### config.mk
export PLATFORM = sky130hd
export DESIGN_NAME = uctl_top
export DESIGN_NICKNAME = d
export VERILOG_FILES = /design/src/core/uctl_pkg.sv /design/src/core/uctl_top.sv
export VERILOG_INCLUDE_DIRS = /design/src /design/src/core
export SDC_FILE = /design/constraint.sdc
export NUM_CORES = 1
export LEC_CHECK = 0
export BUFFER_PORTS_ARGS = -buffer_cell sky130_fd_sc_hd__buf_4
export CORE_MARGIN = 8
export CORE_UTILIZATION = 57
export DETAILED_ROUTE_END_ITERATION = 8
export GPL_ROUTABILITY_DRIVEN = 0
export PLACE_DENSITY = 0.8
export SYNTH_ARGS = -nofsm -noshare
export SYNTH_HDL_FRONTEND = slang
export SYNTH_SLANG_ARGS = --single-unit
### constraint.sdc
create_clock -name clk_i -period 3.8 [get_ports clk_i]
set_input_delay 0.19 -clock clk_i [delete_from_list [all_inputs] [get_ports clk_i]]
set_output_delay 0.19 -clock clk_i [all_outputs]
set_load 0.03 [all_outputs]
### src/core/uctl_defs.svh
`ifndef UCTL_DEFS_SVH
`define UCTL_DEFS_SVH

// ****************************************************************
// Register indices; byte address is four times the index
// ****************************************************************
`define UCTL_IDX_TX_HOLD 12'h0b8
`define UCTL_IDX_RX_HOLD 12'h0b9
`define UCTL_IDX_LCS 12'h0ba
`define UCTL_IDX_RS 12'h0bb
`define UCTL_IDX_ICS 12'h0bc

// ****************************************************************
// Field positions of line_control_status
// ****************************************************************
`define UCTL_LCS_ERR 2
`define UCTL_LCS_RBF 1
`define UCTL_LCS_TBE 0

// ****************************************************************
// Field positions of receive_status
// ****************************************************************
`define UCTL_RS_OVR 7
`define UCTL_RS_FE 6
`define UCTL_RS_PE 5
`define UCTL_RS_SPARE 4
`define UCTL_RS_NINTH 3
`define UCTL_RS_ATTENTION_MODE 2
`define UCTL_RS_TRANSMITTING_FLAG 1
`define UCTL_RS_LINE 0

// ****************************************************************
// Reset values
// ****************************************************************
`define UCTL_RST_CFG 5'h00
`define UCTL_RST_ICS 8'h00
`define UCTL_RST_TBE 1'b1

// ****************************************************************
// Timing
// ****************************************************************
`define UCTL_CLK_HZ 10000000
`define UCTL_BAUD_HZ 9600
`define UCTL_OVERSAMPLE 16
`define UCTL_TICK_DIV (`UCTL_CLK_HZ / (`UCTL_OVERSAMPLE * `UCTL_BAUD_HZ))
`define UCTL_BIT_END 4'hf
`define UCTL_SHORT_END 4'hd
`define UCTL_HALF_END 4'h7

`endif

### src/core/uctl_pkg.sv
package uctl_pkg;

  // Writable framing fields of line_control_status, bit 7 down to bit 3
  typedef struct packed {
    logic parity_enable;
    logic parity_select_hi;
    logic parity_select_lo;
    logic frame_len_sel_hi;
    logic frame_len_sel_lo;
  } uctl_frame_cfg_type;

  // irq_clock_source, bit 7 down to bit 0
  typedef struct packed {
    logic two_stop_sel;
    logic short_last_stop;
    logic tx_pin_enable;
    logic sync_mode;
    logic rx_ext_clock_sel;
    logic tx_ext_clock_sel;
    logic rx_irq_enable;
    logic tx_irq_enable;
  } uctl_irq_clk_type;

  // One received character handed from the receiver to the flags
  typedef struct packed {
    logic valid;
    logic [7:0] data;
    logic ninth;
    logic parity_err;
    logic frame_err;
  } uctl_rx_char_type;

  typedef enum logic [2:0] {
    TX_IDLE, TX_START, TX_DATA, TX_PARITY, TX_STOP1, TX_STOP2
  } uctl_tx_state_type;

  typedef enum logic [1:0] {
    RX_IDLE, RX_START, RX_DATA, RX_STOP
  } uctl_rx_state_type;

endpackage

### src/core/uctl_top.sv
`timescale 1ns/1ns
`include "uctl_defs.svh"
// Summary of operation
// - Parity select 00 odd, 01 even, 10 forced one, 11 forced zero.
// - In nine-bit framing the low parity-select bit is the ninth transmitted bit.
// - Frame length select 00 eight, 01 seven, 10 nine data bits; reset zero.
// - Parity not counted in data bits; hardware appends and checks it outside nine-bit framing.
// - Frame length select 11 loops transmitter into receiver with nine-bit framing.
// - Global error flag set on overrun, framing or parity error; read only.
// - Receive buffer full sets on character copy, clears on holding register read.
// - Transmit buffer empty sets on shifter load, clears on holding write, resets one.
// - Overrun, framing, parity flags set on error, clear on status read.
// - Ninth received bit is stored in a read-only status bit.
// - Attention bit is cleared by hardware on a character with ninth bit one.
// - Transmitting flag high while sending, drops after final stop bit.
// - Line fault bit sets on framing error, clears when receive input (pin, or transmit line in loopback) is high.
// - Two-stop select gives one or two transmitted stop bits.
// - Short-stop bit makes the last stop bit seven eighths long in asynchronous mode.
// - Transmit pin is driven only while the pin enable bit is set.
// - Mode select zero asynchronous, one synchronous; reset asynchronous.
// - Receiver clock from internal divider, or external pin when selected.
// - Transmitter clock from internal divider, or external pin when selected.
// - Receive interrupt enable gates the receive interrupt.
// - Transmit interrupt enable gates the transmit interrupt.
// - Transmit interrupt pending while buffer empty and enable both set.
// - Receive interrupt pending while buffer full and enable both set.
// - Asynchronous serial clock runs at sixteen times the bit rate.
module uctl_top
  import uctl_pkg::*;
(
  input wire logic clk_i,
  input wire logic rst_i,
  input wire logic wb_cyc_i,
  input wire logic wb_stb_i,
  input wire logic wb_we_i,
  input wire logic [13:0] wb_adr_i,
  input wire logic [3:0] wb_sel_i,
  input wire logic [31:0] wb_dat_i,
  output logic [31:0] wb_dat_o,
  output logic wb_ack_o,
  input wire logic rx_pin_i,
  input wire logic ext_clock_pin_i,
  output logic tx_pin_o,
  output logic tx_pin_oe_o,
  output logic tx_irq_o,
  output logic rx_irq_o
);

  // ****************************************************************
  // Declarations
  // ****************************************************************
  localparam int TICK_DIV = `UCTL_TICK_DIV;
  logic ack_reg, spare_reg, attention_mode_reg, tbe_reg, rbf_reg, ovr_reg, fe_reg, pe_reg;
  logic ninth_reg, line_reg, transmitting_flag_reg, tx_pin_reg, tx_oe_reg, tx_irq_reg, rx_irq_reg;
  logic ext_prev_reg, tx_par_reg;
  logic [31:0] dat_reg;
  uctl_frame_cfg_type cfg_reg;
  uctl_irq_clk_type ics_reg;
  logic [7:0] tx_hold_reg, rx_hold_reg, div_reg, lcs_rd, rs_rd;
  uctl_tx_state_type tx_state_reg;
  logic [3:0] tx_cnt_reg, tx_bit_reg, rx_cnt_reg, rx_bit_reg;
  logic [3:0] data_bits, bit_end, tx_end_cnt, rx_total;
  logic [8:0] tx_shift_reg;
  uctl_rx_state_type rx_state_reg;
  logic [9:0] rx_shift_reg, rx_aligned;
  uctl_rx_char_type rx_char_reg;
  logic bus_go, wr_go, sel_tx, sel_rx, sel_lcs, sel_rs, sel_ics, rd_rs, rd_rx, wr_tx;
  logic nine_bits, seven_bits, loopback, parity_on, int_tick, ext_rise, tx_tick, rx_tick;
  logic tx_last_stop, tx_end, tx_load, tx_line, rx_in;

  // Parity of seven or eight data bits for the chosen sense
  function automatic logic uctl_parity(input logic [7:0] d, input logic seven,
                                       input logic [1:0] sel);
    logic x;
    x = ^(seven ? {1'b0, d[6:0]} : d);
    case (sel)
      2'h0: uctl_parity = ~x; // Odd
      2'h1: uctl_parity = x; // Even
      2'h2: uctl_parity = 1'b1; // Mark
      default: uctl_parity = 1'b0; // Space
    endcase
  endfunction

  // ****************************************************************
  // Frame format decode
  // ****************************************************************
  // Loopback (11) shares the nine-bit path with plain nine-bit framing
  assign nine_bits = cfg_reg.frame_len_sel_hi;
  assign seven_bits = ~cfg_reg.frame_len_sel_hi & cfg_reg.frame_len_sel_lo;
  assign loopback = cfg_reg.frame_len_sel_hi & cfg_reg.frame_len_sel_lo;
  assign parity_on = cfg_reg.parity_enable & ~nine_bits;
  assign data_bits = nine_bits ? 4'h9 : (seven_bits ? 4'h7 : 4'h8);

  // ****************************************************************
  // Wishbone decode
  // ****************************************************************
  // One access per ack; the master's held request must not repeat effects
  assign bus_go = wb_cyc_i & wb_stb_i & ~ack_reg;
  assign wr_go = bus_go & wb_we_i & wb_sel_i[0];
  assign sel_tx = wb_adr_i[13:2] == `UCTL_IDX_TX_HOLD;
  assign sel_rx = wb_adr_i[13:2] == `UCTL_IDX_RX_HOLD;
  assign sel_lcs = wb_adr_i[13:2] == `UCTL_IDX_LCS;
  assign sel_rs = wb_adr_i[13:2] == `UCTL_IDX_RS;
  assign sel_ics = wb_adr_i[13:2] == `UCTL_IDX_ICS;
  assign rd_rs = bus_go & ~wb_we_i & sel_rs;
  assign rd_rx = bus_go & ~wb_we_i & sel_rx;
  assign wr_tx = wr_go & sel_tx;

  // Read views of the two mixed registers
  assign lcs_rd = {cfg_reg, (ovr_reg | fe_reg | pe_reg), rbf_reg, tbe_reg};
  assign rs_rd = {ovr_reg, fe_reg, pe_reg, spare_reg, ninth_reg, attention_mode_reg, transmitting_flag_reg,
                  line_reg};

  // Registered ack and read data, one wait state per access
  always_ff @(posedge clk_i) begin
    if (rst_i) begin
      ack_reg <= 1'b0;
      dat_reg <= 32'h0000_0000;
    end else begin
      ack_reg <= bus_go;
      dat_reg <= 32'h0000_0000;
      if (bus_go && !wb_we_i) begin
        case (1'b1)
          sel_tx: dat_reg <= {24'h00_0000, tx_hold_reg};
          sel_rx: dat_reg <= {24'h00_0000, rx_hold_reg};
          sel_lcs: dat_reg <= {24'h00_0000, lcs_rd};
          sel_rs: dat_reg <= {24'h00_0000, rs_rd};
          sel_ics: dat_reg <= {24'h00_0000, ics_reg};
          default: dat_reg <= 32'h0000_0000; // Unmapped reads zero
        endcase
      end
    end
  end
  assign wb_ack_o = ack_reg;
  assign wb_dat_o = dat_reg;

  // ****************************************************************
  // Software-only configuration
  // ****************************************************************
  // Read-only bits in these words ignore writes
  always_ff @(posedge clk_i) begin
    if (rst_i) begin
      cfg_reg <= `UCTL_RST_CFG;
      ics_reg <= `UCTL_RST_ICS;
      spare_reg <= 1'b0;
      tx_hold_reg <= 8'h00;
    end else if (wr_go) begin
      if (sel_lcs) cfg_reg <= wb_dat_i[7:3];
      if (sel_ics) ics_reg <= wb_dat_i[7:0];
      if (sel_rs) spare_reg <= wb_dat_i[`UCTL_RS_SPARE];
      if (sel_tx) tx_hold_reg <= wb_dat_i[7:0];
    end
  end

  // ****************************************************************
  // Bit clock sources
  // ****************************************************************
  // Internal 16x tick; the prescaler and divisor registers are not modelled
  always_ff @(posedge clk_i) begin
    if (rst_i) begin
      div_reg <= 8'h00;
      ext_prev_reg <= 1'b0;
    end else begin
      div_reg <= int_tick ? 8'h00 : div_reg + 8'h01;
      ext_prev_reg <= ext_clock_pin_i;
    end
  end
  assign int_tick = div_reg == 8'(TICK_DIV - 1);
  assign ext_rise = ext_clock_pin_i & ~ext_prev_reg;
  assign tx_tick = ics_reg.tx_ext_clock_sel ? ext_rise : int_tick;
  assign rx_tick = ics_reg.rx_ext_clock_sel ? ext_rise : int_tick;
  // Async: sixteen ticks per bit; sync: one tick per bit
  assign bit_end = ics_reg.sync_mode ? 4'h0 : `UCTL_BIT_END;

  // ****************************************************************
  // Transmitter
  // ****************************************************************
  assign tx_last_stop = (tx_state_reg == TX_STOP2) ||
                        (tx_state_reg == TX_STOP1 && !ics_reg.two_stop_sel);
  // Short last stop only makes sense with sixteen ticks per bit
  assign tx_end_cnt = (tx_last_stop && ics_reg.short_last_stop && !ics_reg.sync_mode) ?
                      `UCTL_SHORT_END : bit_end;
  assign tx_end = tx_tick && tx_last_stop && tx_cnt_reg == tx_end_cnt;
  // A load never meets a holding write in the same cycle, so no byte is lost
  assign tx_load = (tx_state_reg == TX_IDLE || tx_end) && !tbe_reg && !wr_tx;

  always_ff @(posedge clk_i) begin
    if (rst_i) begin
      tx_state_reg <= TX_IDLE;
      tx_cnt_reg <= 4'h0;
      tx_bit_reg <= 4'h0;
      tx_shift_reg <= 9'h000;
      tx_par_reg <= 1'b0;
      transmitting_flag_reg <= 1'b0;
    end else if (tx_load) begin
      tx_state_reg <= TX_START;
      tx_cnt_reg <= 4'h0;
      tx_bit_reg <= 4'h0;
      tx_shift_reg <= {cfg_reg.parity_select_lo, tx_hold_reg};
      tx_par_reg <= uctl_parity(tx_hold_reg, seven_bits,
                                {cfg_reg.parity_select_hi, cfg_reg.parity_select_lo});
      transmitting_flag_reg <= 1'b1;
    end else if (tx_end) begin
      tx_state_reg <= TX_IDLE;
      transmitting_flag_reg <= 1'b0;
    end else if (tx_tick && tx_state_reg != TX_IDLE) begin
      tx_cnt_reg <= (tx_cnt_reg == tx_end_cnt) ? 4'h0 : tx_cnt_reg + 4'h1;
      if (tx_cnt_reg == tx_end_cnt) begin
        case (tx_state_reg)
          TX_START: tx_state_reg <= TX_DATA;
          TX_DATA: begin
            tx_shift_reg <= {1'b0, tx_shift_reg[8:1]};
            tx_bit_reg <= tx_bit_reg + 4'h1;
            if (tx_bit_reg == data_bits - 4'h1) begin
              tx_state_reg <= parity_on ? TX_PARITY : TX_STOP1;
            end
          end
          TX_PARITY: tx_state_reg <= TX_STOP1;
          TX_STOP1: tx_state_reg <= TX_STOP2;
          default: tx_state_reg <= TX_IDLE;
        endcase
      end
    end
  end

  // Line level for the current bit
  always_comb begin
    case (tx_state_reg)
      TX_START: tx_line = 1'b0;
      TX_DATA: tx_line = tx_shift_reg[0];
      TX_PARITY: tx_line = tx_par_reg;
      default: tx_line = 1'b1;
    endcase
  end

  // Pin holds idle high in loopback so the far end sees nothing
  always_ff @(posedge clk_i) begin
    if (rst_i) begin
      tx_pin_reg <= 1'b1;
      tx_oe_reg <= 1'b0;
    end else begin
      tx_pin_reg <= tx_line | loopback;
      tx_oe_reg <= ics_reg.tx_pin_enable & ~loopback;
    end
  end
  assign tx_pin_o = tx_pin_reg;
  assign tx_pin_oe_o = tx_oe_reg;

  // ****************************************************************
  // Receiver
  // ****************************************************************
  assign rx_in = loopback ? tx_line : rx_pin_i;
  assign rx_total = data_bits + {3'h0, parity_on};
  assign rx_aligned = rx_shift_reg >> (4'ha - rx_total);

  // Start detect, half-bit recheck, then one mid-bit sample per bit
  always_ff @(posedge clk_i) begin
    if (rst_i) begin
      rx_state_reg <= RX_IDLE;
      rx_cnt_reg <= 4'h0;
      rx_bit_reg <= 4'h0;
      rx_shift_reg <= 10'h000;
      rx_char_reg <= '0;
    end else begin
      rx_char_reg.valid <= 1'b0;
      if (rx_tick) begin
        rx_cnt_reg <= rx_cnt_reg + 4'h1;
        case (rx_state_reg)
          RX_IDLE: begin
            rx_cnt_reg <= 4'h0;
            rx_bit_reg <= 4'h0;
            // Sync frames have no half-bit wait: the next tick is already data
            if (!rx_in) rx_state_reg <= ics_reg.sync_mode ? RX_DATA : RX_START;
          end
          RX_START: begin
            if (ics_reg.sync_mode || rx_cnt_reg == `UCTL_HALF_END) begin
              rx_cnt_reg <= 4'h0;
              rx_bit_reg <= 4'h0;
              rx_state_reg <= rx_in ? RX_IDLE : RX_DATA;
            end
          end
          RX_DATA: begin
            if (rx_cnt_reg == bit_end) begin
              rx_cnt_reg <= 4'h0;
              rx_shift_reg <= {rx_in, rx_shift_reg[9:1]};
              rx_bit_reg <= rx_bit_reg + 4'h1;
              if (rx_bit_reg == rx_total - 4'h1) rx_state_reg <= RX_STOP;
            end
          end
          RX_STOP: begin
            // Receiver needs only one stop bit whatever the transmit setting
            if (rx_cnt_reg == bit_end) begin
              rx_state_reg <= RX_IDLE;
              rx_char_reg.valid <= 1'b1;
              rx_char_reg.data <= seven_bits ? {1'b0, rx_aligned[6:0]} : rx_aligned[7:0];
              rx_char_reg.ninth <= nine_bits & rx_aligned[8];
              rx_char_reg.parity_err <= parity_on &&
                (seven_bits ? rx_aligned[7] : rx_aligned[8]) !=
                uctl_parity(rx_aligned[7:0], seven_bits,
                            {cfg_reg.parity_select_hi, cfg_reg.parity_select_lo});
              rx_char_reg.frame_err <= ~rx_in;
            end
          end
          default: rx_state_reg <= RX_IDLE;
        endcase
      end
    end
  end

  // ****************************************************************
  // Receive holding register and receive flags
  // ****************************************************************
  // Overrun keeps the unread character; attention drops plain data frames
  always_ff @(posedge clk_i) begin
    if (rst_i) begin
      rx_hold_reg <= 8'h00;
      rbf_reg <= 1'b0;
      ninth_reg <= 1'b0;
      ovr_reg <= 1'b0;
    end else begin
      if (rd_rx) rbf_reg <= 1'b0;
      if (rd_rs) ovr_reg <= 1'b0;
      if (rx_char_reg.valid && !(attention_mode_reg && nine_bits && !rx_char_reg.ninth)) begin
        if (rbf_reg && !rd_rx) begin
          ovr_reg <= 1'b1;
        end else begin
          rx_hold_reg <= rx_char_reg.data;
          ninth_reg <= rx_char_reg.ninth;
          rbf_reg <= 1'b1;
        end
      end
    end
  end

  // Framing, parity and line fault flags; a new error beats the read clear
  always_ff @(posedge clk_i) begin
    if (rst_i) begin
      fe_reg <= 1'b0;
      pe_reg <= 1'b0;
      line_reg <= 1'b0;
    end else begin
      if (rd_rs) begin
        fe_reg <= 1'b0;
        pe_reg <= 1'b0;
      end
      if (rx_in) line_reg <= 1'b0;
      if (rx_char_reg.valid && rx_char_reg.frame_err) begin
        fe_reg <= 1'b1;
        line_reg <= 1'b1;
      end
      if (rx_char_reg.valid && rx_char_reg.parity_err) pe_reg <= 1'b1;
    end
  end

  // Attention: software sets or clears, hardware clears on a marked frame
  always_ff @(posedge clk_i) begin
    if (rst_i) begin
      attention_mode_reg <= 1'b0;
    end else if (rx_char_reg.valid && nine_bits && rx_char_reg.ninth) begin
      attention_mode_reg <= 1'b0;
    end else if (wr_go && sel_rs) begin
      attention_mode_reg <= wb_dat_i[`UCTL_RS_ATTENTION_MODE];
    end
  end

  // ****************************************************************
  // Transmit buffer empty and interrupt requests
  // ****************************************************************
  always_ff @(posedge clk_i) begin
    if (rst_i) begin
      tbe_reg <= `UCTL_RST_TBE;
    end else if (tx_load) begin
      tbe_reg <= 1'b1;
    end else if (wr_tx) begin
      tbe_reg <= 1'b0;
    end
  end

  // Requests follow flag and enable with one cycle of delay
  always_ff @(posedge clk_i) begin
    if (rst_i) begin
      tx_irq_reg <= 1'b0;
      rx_irq_reg <= 1'b0;
    end else begin
      tx_irq_reg <= tbe_reg & ics_reg.tx_irq_enable;
      rx_irq_reg <= rbf_reg & ics_reg.rx_irq_enable;
    end
  end
  assign tx_irq_o = tx_irq_reg;
  assign rx_irq_o = rx_irq_reg;

endmodule // uctl_top

==> run metrics <==
core area 10180 um^2; failing checks negative hold slack; cts bufs inserted 17; Detailed Route Iter0 Violations 772; CTS root buffer clkbuf_8; most common cell after layout, fill and taps aside dfxtp_1; H-tree Lvls 4; CTS Sinks roughly 110; post-synthesis sequential area ratio 38.60%; Slew @ Worst Pin ~0.9 ns; Gate power share 3.9%; DP Worst Slack about 0.24 ns; Final HPWL DP 10600 um; Final Hold Fails 1; worst hold margin -0.01023 ns; Slew Viols, Final 0; Initial Util 58.05%; Clk Latency, worst-skew pair 0.53 ns; Leak around 0.0028 uW; port bufs 40; IO Count 94; WS Path Type flop to flop; site row count 37; Post-synth top flop dfxtp_1; Die H around 120 um; clock network power share a little under three fifths; Crit path max-delay family compound AO/OA/AOI/OAI gates; commonest non-fill, non-tap cells in the layout dfxtp_1, nor2_1, a21oi_1, buf_4, nand2_1; drt first pass iters 8; Die W roughly 120 um; Area Overhead vs Synth 19.72%; FMAX 0.2799 GHz; Post-DRT Antenna Nets 0; CP Capture Type flop; status finished, violations left; via-per-instance ratio 5.895; number of synthesized register bits ~110; Setup crit start cfg_reg[0]; setup TNS 0 ns; Fillers a little under 800; Crit path depth 13; register share of total power roughly 40%; Crit path largest cell delay between 0.5 and 0.6 ns; internal power 2324 uW; Tmin final roughly 3.6 ns; end of the critical path rx_char_reg[1]; initial antenna violation count 1; class of the worst hold path primary input to flop; power consumption between 2000 and 3000 uW; Die Footprint ~14000 um^2; CP Launch Type flop; pin count of the biggest net entering global routing 89; crit-path max FO 11; routed len/inst 17.19 um; final setup fails 0; switching share of power approximately 22%; Max-Cap Viols 0; total number of vias between 5000 and 6000; share of layout cells above drive strength 1 15.42%; Power Density about 420 nW/um^2; CTS tree done; R2R Path End rx_char_reg[1]; GR Util All Layers about 23%; Post-Syn Instances 702; worst setup margin 0.2279 ns; maximum VDD drop between 0.3 and 0.4 mV; vias in the first global route 5264; post-synthesis average cell area between 8 and 9 um^2; Worst-path clk slew about 0.06 ns; R2R depth 13; Post-synth EDFFs 0; crit path cell chain xor2_1 > nor2_1 > inv_2 > fa_2 > nor2b_1 > a2111oi_1 > o21ai_0 > buf_4 > xor2_1 > xnor2_1 > xnor2_1 > o211ai_1 > o211ai_1; Final #Nets 834; Residual DRC 0; Psw 671.5 uW; critical path arrival 3.98 ns; Remaining Overflow, GRT 0; Mapped Area between 5000 and 6000 um^2; R2R Setup Slk between 0.2 and 0.25 ns; WP buf/inv 2; CP Data Required Time 4.21 ns; Final Cycle Share a little over nine tenths; worst reg2reg path startpoint cfg_reg[0]; number of flip-flops under the largest register name 12; yosys warns 0; Post-Route WL 15730 um; first-pass GRT wire length approximately 26000 um; setup bufs post-CTS 0; Yosys cell types 68; max_slew headroom a little under two fifths; clock buffer depth 2; async set-reset flop share out of synthesis 0%; Critical-path top delay cell fa_2; Worst Hold Launch wb_stb_i; final setup skew roughly 0.0085 ns
==> power groups by stage <==
| stage | logic (uW) | registers (uW) | clock network [uW] |
|---|---|---|---|
| detailed placement | 106 | 1230 | 0 |
| floorplan | 89.0 | 1230 | 0 |
| global route | 125 | 1210 | 1730 |
| global placement | 104 | 1230 | 0 |
| finish | 116 | 1210 | 1670 |
| CTS | 114 | 1210 | 1670 |
==> cells in the mapped netlist (3+ instances only) <==
| cell type | instances | share of area [%] |
|---|---|---|
| or4_1 | 3 | 0.38 |
| a222oi_1 | 7 | 1.2 |
| nand2b_1 | 10 | 1.1 |
| a22oi_1 | 16 | 2.0 |
| nand3_1 | 29 | 2.5 |
| a31oi_1 | 3 | 0.32 |
| nand3b_1 | 8 | 1.0 |
| inv_1 | 13 | 0.83 |
| a21o_1 | 3 | 0.38 |
| and3_1 | 4 | 0.42 |
| a311oi_1 | 4 | 0.59 |
| a21oi_1 | 70 | 5.9 |
| o211ai_1 | 3 | 0.38 |
| clkbuf_1 | 22 | 1.4 |
| or3_1 | 5 | 0.53 |
| nand2_1 | 69 | 4.4 |
| mux2i_1 | 39 | 6.6 |
| buf_2 | 6 | 0.51 |
| mux2_2 | 3 | 0.57 |
| dfxtp_1 | 114 | 39 |
| xor2_1 | 16 | 2.4 |
| o21ai_0 | 15 | 1.3 |
| o22ai_1 | 3 | 0.32 |
| ha_1 | 11 | 2.3 |
| a2111oi_0 | 4 | 0.59 |
| and2_1 | 7 | 0.74 |
| buf_4 | 25 | 3.2 |
| nor2b_1 | 13 | 1.4 |
| nor2_1 | 91 | 5.8 |
| a211oi_1 | 5 | 0.63 |
| xnor2_1 | 21 | 3.1 |
| nor3_1 | 14 | 1.2 |
==> metrics by stage <==
| step | hold WS [ns] | cells | area, um^2 | util [%] |
|---|---|---|---|---|
| final | -0.01023 | 915 | 7078 | 69.50 |
| after global routing | 0.008198 | 915 | 7078 | 69.50 |
| after CTS | 0.00002903 | 914 | 7064 | 69.36 |
| after detailed placement | 0.4256 | 873 | 6359 | 62.43 |
| after global placement | 0.4143 | 873 | 6359 | 62.43 |
| after floorplan | 0.3182 | 725 | 5998 | - |
==> layer usage <==
layer / track usage, % / wire (um)
met5: 0 / 0
met4: 9.047 / 408
met3: 7.002 / 1350
met2: 37.91 / 7603
met1: 26.32 / 6365
==> worst min path at each step <==
| stage | endpoint | slack (ns) | depth (start not counted) |
|---|---|---|---|
| 2_1_floorplan | ext_prev_reg | 0.32 | 1 |
| 3_3_place_gp | ext_prev_reg | 0.41 | 2 |
| 3_5_place_dp | ext_prev_reg | 0.43 | 2 |
| 4_1_cts | wb_ack_o | 0.00003 | 3 |
| 5_1_grt | wb_ack_o | 0.008 | 3 |
| 6_report | wb_ack_o | -0.01 | 3 |
==> worst min-delay path: stages <==
cell	delay, ns
buf_4	0.11
nand3b_1	0.13
nor2_1	0.05
==> final cells by class <==
type	instances	area (um^2)	area share, %
clock buffers	20	435.4	6.152
well taps	136	170.2	2.404
flip-flops and latches	114	2282	32.24
inverters	15	56.30	0.7955
multi-input cells	538	3336	47.13
clock inverters	12	180.2	2.546
repair buffers	79	615.6	8.697
diodes	1	2.502	0.03535
==> cell families after synthesis <==
kind of cell / share of synthesized area [%]
adders and majority gates: 2.667
buffers and inverters: 6.624
and+or+nand+nor: 22.10
other: 0.06343
muxes: 7.174
DFF: 38.60
xor gates and xnor gates: 6.794
AOI/OAI and AO/OA: 15.98
==> what timing repair did <==
action,4_1_cts,5_1_grt
endpoints found under the hold margin,23,0
resized for setup,0,3
endpoints found under the setup margin,0,1
hold buffers,9,0
No activity file was read; power rests on OpenSTA's default activity.
